--- config.mk ---
export PLATFORM = sky130hd
export DESIGN_NAME = cmcs_top
export DESIGN_NICKNAME = d
export VERILOG_FILES = /design/src/cmcs_pkg.sv /design/src/cmcs_top.sv
export SDC_FILE = /design/constraint.sdc
export NUM_CORES = 1
export LEC_CHECK = 0
export BUFFER_PORTS_ARGS = -buffer_cell sky130_fd_sc_hd__buf_2
export CAP_MARGIN = 20
export CORE_ASPECT_RATIO = 1.5
export CORE_MARGIN = 1.5
export CORE_UTILIZATION = 40
export CTS_BUF_LIST = sky130_fd_sc_hd__clkbuf_8
export DETAILED_ROUTE_END_ITERATION = 8
export PLACE_DENSITY = 0.59
export SYNTH_ARGS = -nofsm -noshare
export SYNTH_HDL_FRONTEND = slang
export SYNTH_SLANG_ARGS = --single-unit
--- constraint.sdc ---
create_clock -name i_sys_clk -period 6.3 [get_ports i_sys_clk]
set_input_delay 0.945 -clock i_sys_clk [delete_from_list [all_inputs] [get_ports i_sys_clk]]
set_output_delay 0.945 -clock i_sys_clk [all_outputs]
set_load 0.005 [all_outputs]
--- src/cmcs_pkg.sv ---
// Purpose: Constants for the converter management command set.
// Assumes: Single 25 MHz controller clock; byte-level command interface.
// Notes: Linear threshold words keep a fixed exponent of zero.
package cmcs_pkg;
   // ==========================================================
   // Command codes
   localparam logic [7:0] CMD_RUN_CONTROL = 8'h01;
   localparam logic [7:0] CMD_TURN_ON_POLICY = 8'h02;
   localparam logic [7:0] CMD_FAULT_FLAG_WIPE = 8'h03;
   localparam logic [7:0] CMD_WRITE_LOCK = 8'h10;
   localparam logic [7:0] CMD_RESTORE_ALL = 8'h12;
   localparam logic [7:0] CMD_STORE_ALL = 8'h15;
   localparam logic [7:0] CMD_OV_THRESHOLD = 8'h40;
   localparam logic [7:0] CMD_OV_ACTION = 8'h41;
   localparam logic [7:0] CMD_OC_THRESHOLD = 8'h46;
   localparam logic [7:0] CMD_OT_THRESHOLD = 8'h4F;
   localparam logic [7:0] CMD_VERSION_TEXT = 8'h9B;
   localparam logic [7:0] CMD_LOG_OVERWRITE = 8'hDF;
   localparam logic [7:0] CMD_LOG_READOUT = 8'hE0;
   localparam logic [7:0] CMD_LOG_INDEX = 8'hE1;
   // ==========================================================
   // Access kinds on the command port
   localparam logic [1:0] KIND_READ = 2'h0;
   localparam logic [1:0] KIND_WRITE = 2'h1;
   localparam logic [1:0] KIND_SEND = 2'h2;
   // ==========================================================
   // Reset and fixed values
   localparam logic [7:0] RUN_CONTROL_RST = 8'h80;
   localparam logic [7:0] TURN_ON_POLICY_VAL = 8'h1C;
   localparam logic [7:0] WRITE_LOCK_RST = 8'h80;
   localparam logic [7:0] OV_ACTION_RST = 8'h80;
   localparam logic [7:0] LOG_OVERWRITE_VAL = 8'h01;
   localparam logic [7:0] LOG_INDEX_RST = 8'h00;
   localparam logic [15:0] OV_THR_RST = 16'h3600;
   localparam logic [15:0] OC_THR_RST = 16'h0091;
   localparam logic [15:0] OT_THR_RST = 16'h0087;
   // Arbitrary neutral version text
   localparam logic [15:0] VERSION_TEXT = 16'h5830;
   localparam logic [7:0] COUNT_BYTE = 8'h01;
   localparam logic [7:0] COUNT_WORD = 8'h02;
   localparam logic [7:0] COUNT_VERSION = 8'h02;
   // ==========================================================
   // Field positions and codes
   localparam int RUN_ON_BIT = 7;
   localparam int SRC_MSB = 5;
   localparam int SRC_LSB = 4;
   localparam int POLICY_BOTH_BIT = 4;
   localparam int POLICY_CMD_BIT = 3;
   localparam int LOCK_BIT = 7;
   localparam int ACT_MSB = 7;
   localparam int ACT_LSB = 6;
   localparam int RETRY_MSB = 5;
   localparam int RETRY_LSB = 3;
   localparam int LOG_OVW_BIT = 0;
   localparam logic [1:0] SRC_UNDEFINED = 2'h3;
   localparam logic [1:0] ACT_SHUTDOWN = 2'h2;
   localparam logic [2:0] RETRY_NONE = 3'h0;
   localparam logic [2:0] RETRY_FOREVER = 3'h7;
   // ==========================================================
   // Threshold limits (output voltage in 1/1024 V, others exponent 0)
   localparam logic [15:0] OV_LO = 16'h2800;
   localparam logic [15:0] OV_HI = 16'h36CC;
   localparam logic [4:0] LIN_EXP = 5'h00;
   localparam logic [10:0] OC_LO = 11'h014;
   localparam logic [10:0] OC_HI = 11'h091;
   localparam logic [10:0] OT_LO = 11'h078;
   localparam logic [10:0] OT_HI = 11'h08C;
   // ==========================================================
   // Event log and restart timing
   localparam int LOG_DEPTH = 8;
   localparam int LOG_IDX_W = 3;
   localparam int CLK_MHZ = 25;
   localparam int RETRY_OFF_US = 40;
   localparam logic [15:0] RETRY_OFF_CYC = 16'(RETRY_OFF_US * CLK_MHZ);
   // ==========================================================
   // Output state machine
   typedef enum logic [4:0] {
      ST_OFF = 5'h01,
      ST_ON = 5'h02,
      ST_HOLD = 5'h04,
      ST_RETRY = 5'h08,
      ST_DOWN = 5'h10
   } cmcs_state_e;
endpackage : cmcs_pkg

--- src/cmcs_top.sv ---
// Purpose: Management command set of an isolated converter controller.
// Assumes: Commands arrive already deframed, one per valid cycle.
// Notes: Answers come one cycle after the command cycle.
// Functional notes
// RULE1 - Version read answers two ASCII bytes
// RULE2 - Log overwrite control reads, defaults 0x01
// RULE3 - Log readout returns one stored event
// RULE4 - Log index byte selects returned event
// RULE5 - Out-of-range threshold stores lower limit
// RULE6 - Limits: 10-13.7 V, 20-145 A, 120-140 C
// RULE7 - Host writes thresholds with read exponent
// RULE8 - Save or restore shuts output until power-up
// RULE9 - Status flags sticky until defined clears
// RULE10 - Run control bit 7 turns output on
// RULE11 - Run control bits 5:4 select setpoint
// RULE12 - Policy bit 4 waits pin and command
// RULE13 - Policy bit 3 waits run command
// RULE14 - Policy bit 2 reads one, others zero; the code reads 0x1C, so bits 4 and 3 also read one
// RULE15 - Write lock bit 7, resets enabled
// RULE16 - Overvoltage action 10 shuts output down
// RULE17 - Retry 000 holds off until release
// RULE18 - Retry 111 restarts until commanded off
// RULE19 - Fault flag wipe clears all flags
// RULE20 - Locked writes rejected with comm fault
// RULE21 - Undefined field codes rejected, comm fault
`timescale 1ns/1ps
module cmcs_top (
   input wire logic i_sys_clk,
   input wire logic i_rst,
   input wire logic i_cmd_valid,
   input wire logic [1:0] i_cmd_kind,
   input wire logic [7:0] i_cmd_code,
   input wire logic [15:0] i_cmd_wdata,
   input wire logic i_remote_on,
   input wire logic i_ov_fault,
   input wire logic [15:0] i_status_events,
   input wire logic i_log_valid,
   input wire logic [7:0] i_log_data,
   output logic o_rsp_valid,
   output logic o_rsp_ok,
   output logic [15:0] o_rsp_data,
   output logic [7:0] o_rsp_count,
   output logic o_output_on,
   output logic [1:0] o_setpoint_sel,
   output logic [15:0] o_status_flags,
   output logic o_comm_fault,
   output logic [15:0] o_ov_threshold,
   output logic [15:0] o_oc_threshold,
   output logic [15:0] o_ot_threshold
);
   // ==========================================================
   // Helpers
   // Linear word is within limits at the fixed exponent
   function automatic logic lin_in_range(input logic [15:0] w, input logic [10:0] lo,
                                         input logic [10:0] hi);
      lin_in_range = (w[15:11] == cmcs_pkg::LIN_EXP) && !w[10] && (w[10:0] >= lo)
                     && (w[10:0] <= hi); // see RULE7
   endfunction : lin_in_range

   // ==========================================================
   // State
   logic [7:0] run_control_reg; // On bit and setpoint source
   logic [7:0] write_lock_reg; // Write protection
   logic [7:0] ov_action_reg; // Overvoltage response
   logic [7:0] log_index_reg; // Event offset from newest
   logic [15:0] ov_thr_reg;
   logic [15:0] oc_thr_reg;
   logic [15:0] ot_thr_reg;
   logic [15:0] flags_reg; // Sticky status flags
   logic comm_fault_reg; // Sticky communication fault
   logic remote_prev_reg; // Last remote pin level
   logic [7:0] log_mem [cmcs_pkg::LOG_DEPTH]; // Event log storage
   logic [cmcs_pkg::LOG_IDX_W-1:0] log_wptr_reg;
   logic [cmcs_pkg::LOG_IDX_W:0] log_count_reg;
   logic [15:0] retry_cnt_reg; // Off time before restart
   cmcs_pkg::cmcs_state_e state_reg;
   cmcs_pkg::cmcs_state_e state_next;

   // ==========================================================
   // Command decode
   wire is_read = i_cmd_valid && (i_cmd_kind == cmcs_pkg::KIND_READ);
   wire is_write = i_cmd_valid && (i_cmd_kind == cmcs_pkg::KIND_WRITE);
   wire is_send = i_cmd_valid && (i_cmd_kind == cmcs_pkg::KIND_SEND);
   wire locked = write_lock_reg[cmcs_pkg::LOCK_BIT];
   // Protection blocks writes and sends, except to the lock itself; reads pass
   wire lock_block = (is_write || is_send) && locked
                     && (i_cmd_code != cmcs_pkg::CMD_WRITE_LOCK); // see RULE20
   wire wr_open = is_write && !lock_block;
   wire hit_store = (i_cmd_code == cmcs_pkg::CMD_STORE_ALL)
                    || (i_cmd_code == cmcs_pkg::CMD_RESTORE_ALL);
   // Any accepted access to save or restore
   wire store_hit = i_cmd_valid && hit_store && !lock_block; // see RULE8
   wire wipe_hit = is_send && !lock_block
                   && (i_cmd_code == cmcs_pkg::CMD_FAULT_FLAG_WIPE); // see RULE19
   wire [1:0] wr_src = i_cmd_wdata[cmcs_pkg::SRC_MSB:cmcs_pkg::SRC_LSB];
   wire [1:0] wr_act = i_cmd_wdata[cmcs_pkg::ACT_MSB:cmcs_pkg::ACT_LSB];
   wire [2:0] wr_retry = i_cmd_wdata[cmcs_pkg::RETRY_MSB:cmcs_pkg::RETRY_LSB];
   // Undefined codes are refused
   wire run_wr = wr_open && (i_cmd_code == cmcs_pkg::CMD_RUN_CONTROL)
                 && (wr_src != cmcs_pkg::SRC_UNDEFINED); // see RULE21
   wire act_wr = wr_open && (i_cmd_code == cmcs_pkg::CMD_OV_ACTION)
                 && (wr_act == cmcs_pkg::ACT_SHUTDOWN)
                 && ((wr_retry == cmcs_pkg::RETRY_NONE)
                     || (wr_retry == cmcs_pkg::RETRY_FOREVER)); // see RULE21
   wire lock_wr = is_write && (i_cmd_code == cmcs_pkg::CMD_WRITE_LOCK);
   wire ovt_wr = wr_open && (i_cmd_code == cmcs_pkg::CMD_OV_THRESHOLD);
   wire oct_wr = wr_open && (i_cmd_code == cmcs_pkg::CMD_OC_THRESHOLD);
   wire ott_wr = wr_open && (i_cmd_code == cmcs_pkg::CMD_OT_THRESHOLD);
   wire idx_wr = wr_open && (i_cmd_code == cmcs_pkg::CMD_LOG_INDEX);
   wire any_wr_ok = run_wr || act_wr || lock_wr || ovt_wr || oct_wr || ott_wr || idx_wr;
   // Clamped threshold values
   wire [15:0] ov_clamped = ((i_cmd_wdata >= cmcs_pkg::OV_LO) && (i_cmd_wdata <= cmcs_pkg::OV_HI))
                            ? i_cmd_wdata : cmcs_pkg::OV_LO; // see RULE5, RULE6
   wire [15:0] oc_clamped = lin_in_range(i_cmd_wdata, cmcs_pkg::OC_LO, cmcs_pkg::OC_HI)
                            ? i_cmd_wdata : {cmcs_pkg::LIN_EXP, cmcs_pkg::OC_LO}; // see RULE5
   wire [15:0] ot_clamped = lin_in_range(i_cmd_wdata, cmcs_pkg::OT_LO, cmcs_pkg::OT_HI)
                            ? i_cmd_wdata : {cmcs_pkg::LIN_EXP, cmcs_pkg::OT_LO}; // see RULE6
   // Remote on/off cycle completes on return to on
   wire remote_cycle = i_remote_on && !remote_prev_reg;
   wire flag_clear = wipe_hit || remote_cycle;

   // ==========================================================
   // Read mux
   logic [15:0] rd_data;
   logic [7:0] rd_count;
   logic rd_hit;
   wire [cmcs_pkg::LOG_IDX_W-1:0] log_rd_idx =
      log_wptr_reg - 3'd1 - log_index_reg[cmcs_pkg::LOG_IDX_W-1:0];
   wire log_present = ({1'b0, log_index_reg} < {5'h00, log_count_reg});

   // Selects the answer to a read
   always_comb begin
      rd_data = 16'h0000;
      rd_count = cmcs_pkg::COUNT_BYTE;
      rd_hit = 1'b1;
      case (i_cmd_code)
         cmcs_pkg::CMD_RUN_CONTROL: rd_data = {8'h00, run_control_reg};
         cmcs_pkg::CMD_TURN_ON_POLICY: rd_data = {8'h00, cmcs_pkg::TURN_ON_POLICY_VAL}; // see RULE14
         cmcs_pkg::CMD_WRITE_LOCK: rd_data = {8'h00, write_lock_reg};
         cmcs_pkg::CMD_OV_ACTION: rd_data = {8'h00, ov_action_reg};
         cmcs_pkg::CMD_LOG_OVERWRITE: rd_data = {8'h00, cmcs_pkg::LOG_OVERWRITE_VAL}; // see RULE2
         cmcs_pkg::CMD_LOG_INDEX: rd_data = {8'h00, log_index_reg}; // see RULE4
         cmcs_pkg::CMD_RESTORE_ALL,
         cmcs_pkg::CMD_STORE_ALL: rd_count = 8'h00;
         cmcs_pkg::CMD_OV_THRESHOLD: begin
            rd_data = ov_thr_reg;
            rd_count = cmcs_pkg::COUNT_WORD;
         end
         cmcs_pkg::CMD_OC_THRESHOLD: begin
            rd_data = oc_thr_reg;
            rd_count = cmcs_pkg::COUNT_WORD;
         end
         cmcs_pkg::CMD_OT_THRESHOLD: begin
            rd_data = ot_thr_reg;
            rd_count = cmcs_pkg::COUNT_WORD;
         end
         cmcs_pkg::CMD_VERSION_TEXT: begin
            rd_data = cmcs_pkg::VERSION_TEXT; // see RULE1
            rd_count = cmcs_pkg::COUNT_VERSION;
         end
         cmcs_pkg::CMD_LOG_READOUT: begin
            // Empty slot reads as zero
            rd_data = log_present ? {8'h00, log_mem[log_rd_idx]} : 16'h0000; // see RULE3
         end
         default: begin
            rd_hit = 1'b0;
            rd_count = 8'h00;
         end
      endcase
   end

   wire cmd_ok = (is_read && rd_hit) || any_wr_ok || wipe_hit || store_hit;
   wire cmd_bad = i_cmd_valid && !cmd_ok;

   // ==========================================================
   // Configuration registers
   // Stores accepted writes only
   always_ff @(posedge i_sys_clk or posedge i_rst) begin
      if (i_rst) begin
         run_control_reg <= cmcs_pkg::RUN_CONTROL_RST; // see RULE10, RULE11
         write_lock_reg <= cmcs_pkg::WRITE_LOCK_RST; // see RULE15
         ov_action_reg <= cmcs_pkg::OV_ACTION_RST; // see RULE16, RULE17
         log_index_reg <= cmcs_pkg::LOG_INDEX_RST;
         ov_thr_reg <= cmcs_pkg::OV_THR_RST;
         oc_thr_reg <= cmcs_pkg::OC_THR_RST;
         ot_thr_reg <= cmcs_pkg::OT_THR_RST;
      end else begin
         // Only defined bits are kept
         if (run_wr) run_control_reg <= i_cmd_wdata[7:0] & 8'hB0; // see RULE10, RULE11
         if (lock_wr) write_lock_reg <= i_cmd_wdata[7:0] & 8'h80; // see RULE15
         if (act_wr) ov_action_reg <= i_cmd_wdata[7:0] & 8'hF8;
         if (idx_wr) log_index_reg <= i_cmd_wdata[7:0]; // see RULE4
         if (ovt_wr) ov_thr_reg <= ov_clamped; // see RULE5
         if (oct_wr) oc_thr_reg <= oc_clamped; // see RULE5
         if (ott_wr) ot_thr_reg <= ot_clamped; // see RULE5
      end
   end

   // ==========================================================
   // Sticky flags
   // Set wins over a clear in the same cycle
   always_ff @(posedge i_sys_clk or posedge i_rst) begin
      if (i_rst) begin
         flags_reg <= 16'h0000;
         comm_fault_reg <= 1'b0;
         remote_prev_reg <= 1'b1; // Pin idles high, so reset gives no false edge
      end else begin
         flags_reg <= (flag_clear ? 16'h0000 : flags_reg) | i_status_events; // see RULE9, RULE19
         comm_fault_reg <= (flag_clear ? 1'b0 : comm_fault_reg) | cmd_bad; // see RULE20
         remote_prev_reg <= i_remote_on;
      end
   end

   // ==========================================================
   // Event log
   wire log_room = (log_count_reg < 4'(cmcs_pkg::LOG_DEPTH));
   wire log_take = i_log_valid && (log_room || cmcs_pkg::LOG_OVERWRITE_VAL[cmcs_pkg::LOG_OVW_BIT]);

   // Records events; overwrites the oldest when allowed
   always_ff @(posedge i_sys_clk or posedge i_rst) begin
      if (i_rst) begin
         log_wptr_reg <= '0;
         log_count_reg <= '0;
         for (int i = 0; i < cmcs_pkg::LOG_DEPTH; i++) log_mem[i] <= 8'h00;
      end else if (log_take) begin
         log_mem[log_wptr_reg] <= i_log_data;
         log_wptr_reg <= log_wptr_reg + 3'd1;
         if (log_room) log_count_reg <= log_count_reg + 4'd1;
      end
   end

   // ==========================================================
   // Output control
   wire run_on = run_control_reg[cmcs_pkg::RUN_ON_BIT];
   wire wait_both = cmcs_pkg::TURN_ON_POLICY_VAL[cmcs_pkg::POLICY_BOTH_BIT];
   wire wait_cmd = cmcs_pkg::TURN_ON_POLICY_VAL[cmcs_pkg::POLICY_CMD_BIT];
   // Command counts only when the policy waits on it
   wire on_req = (!(wait_cmd || wait_both) || run_on)
                 && (!wait_both || i_remote_on); // see RULE12, RULE13
   wire ov_shut = i_ov_fault
                  && (ov_action_reg[cmcs_pkg::ACT_MSB:cmcs_pkg::ACT_LSB] == cmcs_pkg::ACT_SHUTDOWN);
   wire retry_forever = (ov_action_reg[cmcs_pkg::RETRY_MSB:cmcs_pkg::RETRY_LSB]
                         == cmcs_pkg::RETRY_FOREVER);
   wire hold_release = run_wr || remote_cycle;

   // Next output state
   always_comb begin
      state_next = state_reg;
      case (state_reg)
         cmcs_pkg::ST_OFF: begin
            if (on_req) state_next = cmcs_pkg::ST_ON; // see RULE10
         end
         cmcs_pkg::ST_ON: begin
            if (ov_shut) begin
               // Shut down, then follow the retry field
               state_next = retry_forever ? cmcs_pkg::ST_RETRY
                                          : cmcs_pkg::ST_HOLD; // see RULE16
            end else if (!on_req) begin
               state_next = cmcs_pkg::ST_OFF;
            end
         end
         cmcs_pkg::ST_HOLD: begin
            if (hold_release) state_next = cmcs_pkg::ST_OFF; // see RULE17
         end
         cmcs_pkg::ST_RETRY: begin
            if (!on_req || (retry_cnt_reg == 16'h0000)) state_next = cmcs_pkg::ST_OFF; // see RULE18
         end
         cmcs_pkg::ST_DOWN: state_next = cmcs_pkg::ST_DOWN; // see RULE8
         default: state_next = cmcs_pkg::ST_OFF;
      endcase
      if (store_hit) state_next = cmcs_pkg::ST_DOWN; // see RULE8
   end

   // State and restart timer
   always_ff @(posedge i_sys_clk or posedge i_rst) begin
      if (i_rst) begin
         state_reg <= cmcs_pkg::ST_OFF;
         retry_cnt_reg <= 16'h0000;
      end else begin
         state_reg <= state_next;
         if (state_reg != cmcs_pkg::ST_RETRY) retry_cnt_reg <= cmcs_pkg::RETRY_OFF_CYC;
         else if (retry_cnt_reg != 16'h0000) retry_cnt_reg <= retry_cnt_reg - 16'h0001;
      end
   end

   // ==========================================================
   // Answers
   // Registered answer one cycle after each command
   always_ff @(posedge i_sys_clk or posedge i_rst) begin
      if (i_rst) begin
         o_rsp_valid <= 1'b0;
         o_rsp_ok <= 1'b0;
         o_rsp_data <= 16'h0000;
         o_rsp_count <= 8'h00;
      end else begin
         o_rsp_valid <= i_cmd_valid;
         o_rsp_ok <= cmd_ok;
         o_rsp_data <= (is_read && rd_hit) ? rd_data : 16'h0000;
         o_rsp_count <= (is_read && rd_hit) ? rd_count : 8'h00;
      end
   end

   assign o_output_on = (state_reg == cmcs_pkg::ST_ON);
   assign o_setpoint_sel = run_control_reg[cmcs_pkg::SRC_MSB:cmcs_pkg::SRC_LSB]; // see RULE11
   assign o_status_flags = flags_reg;
   assign o_comm_fault = comm_fault_reg;
   assign o_ov_threshold = ov_thr_reg;
   assign o_oc_threshold = oc_thr_reg;
   assign o_ot_threshold = ot_thr_reg;

   // ==========================================================
   // Checks
   logic [15:0] retry_age_reg;

   // Counts cycles in the restart wait so its length can be bounded
   always_ff @(posedge i_sys_clk or posedge i_rst) begin
      if (i_rst) begin
         retry_age_reg <= 16'h0000;
      end else if (state_reg == cmcs_pkg::ST_RETRY) begin
         retry_age_reg <= retry_age_reg + 16'h0001;
      end else begin
         retry_age_reg <= 16'h0000;
      end
   end

   version_read_a: assert property (@(posedge i_sys_clk) disable iff (i_rst) // see RULE1
      (is_read && i_cmd_code == cmcs_pkg::CMD_VERSION_TEXT) |=>
         (o_rsp_valid && o_rsp_count == 8'h02 && o_rsp_data == cmcs_pkg::VERSION_TEXT))
      else $error("version read answer wrong");
   log_ovw_read_a: assert property (@(posedge i_sys_clk) disable iff (i_rst) // see RULE2
      (is_read && i_cmd_code == cmcs_pkg::CMD_LOG_OVERWRITE) |=> (o_rsp_data == 16'h0001))
      else $error("log overwrite control wrong");
   thr_clamp_a: assert property (@(posedge i_sys_clk) disable iff (i_rst) // see RULE5
      (ovt_wr && i_cmd_wdata > 16'h36CC) |=> (o_ov_threshold == 16'h2800))
      else $error("threshold not clamped");
   store_down_a: assert property (@(posedge i_sys_clk) disable iff (i_rst) // see RULE8
      store_hit |=> (!o_output_on) [*8])
      else $error("output on after save");
   flag_sticky_a: assert property (@(posedge i_sys_clk) disable iff (i_rst) // see RULE9
      (!flag_clear) |=> ((o_status_flags & $past(o_status_flags)) == $past(o_status_flags)))
      else $error("sticky flag lost");
   wipe_clear_a: assert property (@(posedge i_sys_clk) disable iff (i_rst) // see RULE19
      (wipe_hit && i_status_events == 16'h0000) |=> (o_status_flags == 16'h0000))
      else $error("wipe left flags set");
   lock_reject_a: assert property (@(posedge i_sys_clk) disable iff (i_rst) // see RULE20
      lock_block |=> (!o_rsp_ok && o_comm_fault && $stable(run_control_reg)))
      else $error("locked write taken");
   bad_src_a: assert property (@(posedge i_sys_clk) disable iff (i_rst) // see RULE21
      (wr_open && i_cmd_code == cmcs_pkg::CMD_RUN_CONTROL && wr_src == 2'h3)
         |=> ($stable(o_setpoint_sel) && !o_rsp_ok))
      else $error("undefined source accepted");
   hold_off_a: assert property (@(posedge i_sys_clk) disable iff (i_rst) // see RULE17
      (state_reg == cmcs_pkg::ST_HOLD && !hold_release) |=> !o_output_on)
      else $error("output on in fault hold");
   retry_bound_a: assert property (@(posedge i_sys_clk) disable iff (i_rst) // see RULE18
      (state_reg == cmcs_pkg::ST_RETRY) |-> (retry_age_reg <= cmcs_pkg::RETRY_OFF_CYC))
      else $error("restart never attempted");
   policy_on_a: assert property (@(posedge i_sys_clk) disable iff (i_rst) // see RULE12
      o_output_on |-> ($past(run_on) && $past(i_remote_on)))
      else $error("output on without pin and command");
endmodule : cmcs_top

==> out/metrics.csv <==
metric,value,unit
status,completed,
Clock Tree Root,clkbuf_8,
Max Clk Rate,304,MHz
Max stage delay on crit path,930,ps
pwr dens,333,mW/mm^2
CP required,6720,ps
CTS Hold Buffers Added,0,
share of layout cells above drive strength 1,34.4,%
number of synthesized flops with an enable pin,0,
post-synth top area cell,dfrtp_1,
Tcrit/Tclk final,52.2,%
min Tclk post-route,3290,ps
total wire length,24500,um
nets@finish,964,
per-cell routed wire length,20.6,um
num rows,67,
area grow syn2layout,14.8,%
Worst path most repeated cell,nor4b_4,
Die Area,0.0240,mm^2
synthesized flop and latch total,195,
synth cell count leaders,"dfrtp_1, mux2_2, nand2_1",
syn avg cell area,12.0,um^2
synth unique cells,81,
H-tree Lvls,4,
largest net degree at the start of global routing,140,
Syn Inst Count,771,
final setup fails,0,
Top Layer Used,met4,
CP endpoint kind,flip-flop,
setup total negative slack,0,ps
Leak,4.67,nW
Biggest register,log_mem,
Synth async-reset ratio,100,%
CTS tree,done,
met3 routed WL,1300,um
initial antenna violation count,2,
Post-Synth Simple-Gate Area,14.6,%
mux cell area share after synthesis,13.2,%
ys flop type,dfrtp_1,
max FFs per register,64,
Syn Std Cell Area,0.00922,mm^2
"Seq/Total Area, Yosys",53.1,%
Syn. warnings,0,
CTS Sinks,195,
Starting Density,41.0,%
post-synthesis adder-cell area fraction,1.17,%
post-cts resize count,0,
crit-path leading delay family,simple AND/OR/NAND/NOR gates,
port bufs,143,
Slew Limit Fails,0,
Max-Cap Viols,0,
total track usage,21.1,%
CP bufs+invs,1,
RSZ-0062 raised after global routing,no,
core area,0.0225,mm^2
DR WL met2,12600,um
"top cells by area, synth","dfrtp_1, mux2_2, dfstp_2, mux4_2, nand2_1",
"Reg clk slew, reported paths",100,ps
Synth Area in Compound Gates,13.2,%
grt ovf,0,
Slew headroom,28.0,%
CP cell instances,buf_2 -> nor4b_4 -> and2_0 -> nand3_4 -> nor4b_4 -> a22o_1,
xor/xnor cell area share of the yosys netlist,1.42,%
"Setup Fix Bufs, Post-CTS",0,
Critical-path top delay cell,and2_0,
Synth top area share,48.6,%
Pre-Repair DR Iteration Count,6,
GP Congestion,0.917,
via count,6679,
vias in the first global route,6804,
Hold Path Class,flip-flop to flip-flop,
clk_skew,19.5,ps
deepest clock path buffer count,2,
clock latency on the worst-skew pair,480,ps
worst-margin pin slew,1080,ps
first-pass GRT wire length,38700,um
"count leader, synth",dfrtp_1,
Die W,127,um
Startpoint Class,input port,
final hold vios,0,
drt first-iter violations,489,
dpl hpwl,17500,um
largest family of logic cells by synthesized area,simple AND/OR/NAND/NOR gates,
worst-path fanout max,16,
IO Pins,150,
"antenna viol nets, final",0,
die height,189,um
Min Hold Slack,479,ps
drc violations,0,
CTS buffer count,17,
Worst Path Arrival,3700,ps
crit path kind,input port to flip-flop,
Vias/cell,5.61,
WL met1,9880,um
Max VDD drop,279,uV
kinds of logic after synthesis:
| logic type | after synthesis |
|---|---|
| xor gates and xnor gates | 15 |
| other | 1 |
| AOI/OAI and AO/OA | 170 |
| DFF | 195 |
| and+or+nand+nor | 222 |
| muxes | 92 |
| buffers and inverters | 68 |
| adders and majority gates | 8 |
per-layer routing:
metal	track usage, %	up-vias
li1	-	3092
met2	36.6	205
met5	0	-
met1	25.4	3330
met4	9.18	0
met3	4.32	52
per-stage QoR:
step | utilization, % | std cells | setup WS, ps | cell area [um^2] | total power (W)
final | 47.1 | 1191 | 3010 | 10600 | 0.00352
after global routing | 47.1 | 1191 | 2920 | 10600 | 0.00372
after CTS | 46.9 | 1187 | 3050 | 10500 | 0.00354
after detailed placement | 45.1 | 1155 | 2530 | 10100 | 0.00270
after global placement | 45.1 | 1155 | 2570 | 10100 | 0.00268
after floorplan | - | 776 | 69.2 | 9240 | 0.00244
path summary, 6_finish.rpt:
path / from / slack (ps) / to / depth (start not counted)
setup reg to reg: log_wptr_reg[1] / 3310 / o_rsp_data[4] / 6
min in group asynchronous: i_rst / 580 / log_mem[47] / 2
max in group asynchronous: i_rst / 4480 / o_oc_threshold[15] / 3
hold / removal: o_status_flags[9] / 480 / o_status_flags[9] / 1
hold reg to reg: o_status_flags[9] / 480 / o_status_flags[9] / 1
setup / recovery: i_cmd_code[5] / 3010 / o_oc_threshold[1] / 6
power breakdown:
part | switching, W | internal, W
clock network | 0.000489 | 0.000332
logic | 0.000452 | 0.000602
registers | 0.000149 | 0.00150
total | 0.00109 | 0.00243
worst register-to-register path, stage by stage, from the launching register on:
cell,delay (ps)
dfrtp_1,500
inv_1,180
fa_1,1160
mux4_2,420
mux2_2,270
o211ai_1,150
a41oi_1,180
cell type report:
class | instances | area, um^2
fillers | 2123 | 11900
inverters | 24 | 97.6
clock inverters | 15 | 170
multi-input cells | 513 | 4060
well taps | 276 | 345
diodes | 2 | 5.00
flip-flops and latches | 195 | 4900
clock buffers | 17 | 234
repair buffers | 149 | 781
placed cells by master (no fill, tap or decap), types with 7 or more instances in the layout:
master / n
a21o_1: 18
a21oi_1: 21
a222oi_1: 7
a22o_1: 13
a22oi_1: 7
a31oi_1: 13
and2_1: 22
buf_2: 143
clkbuf_8: 17
dfrtp_1: 179
dfstp_2: 16
ha_1: 7
inv_1: 23
mux2_2: 74
mux4_2: 16
nand2_1: 56
nand2b_1: 12
nand3_1: 12
nand4_1: 7
nor2_1: 28
nor2b_1: 11
nor3_1: 12
o211ai_1: 17
o21ai_0: 24
o31ai_1: 17
or3_1: 7
xnor2_1: 7
xor2_1: 8
Note: power is estimated with default switching activity, not from simulation.
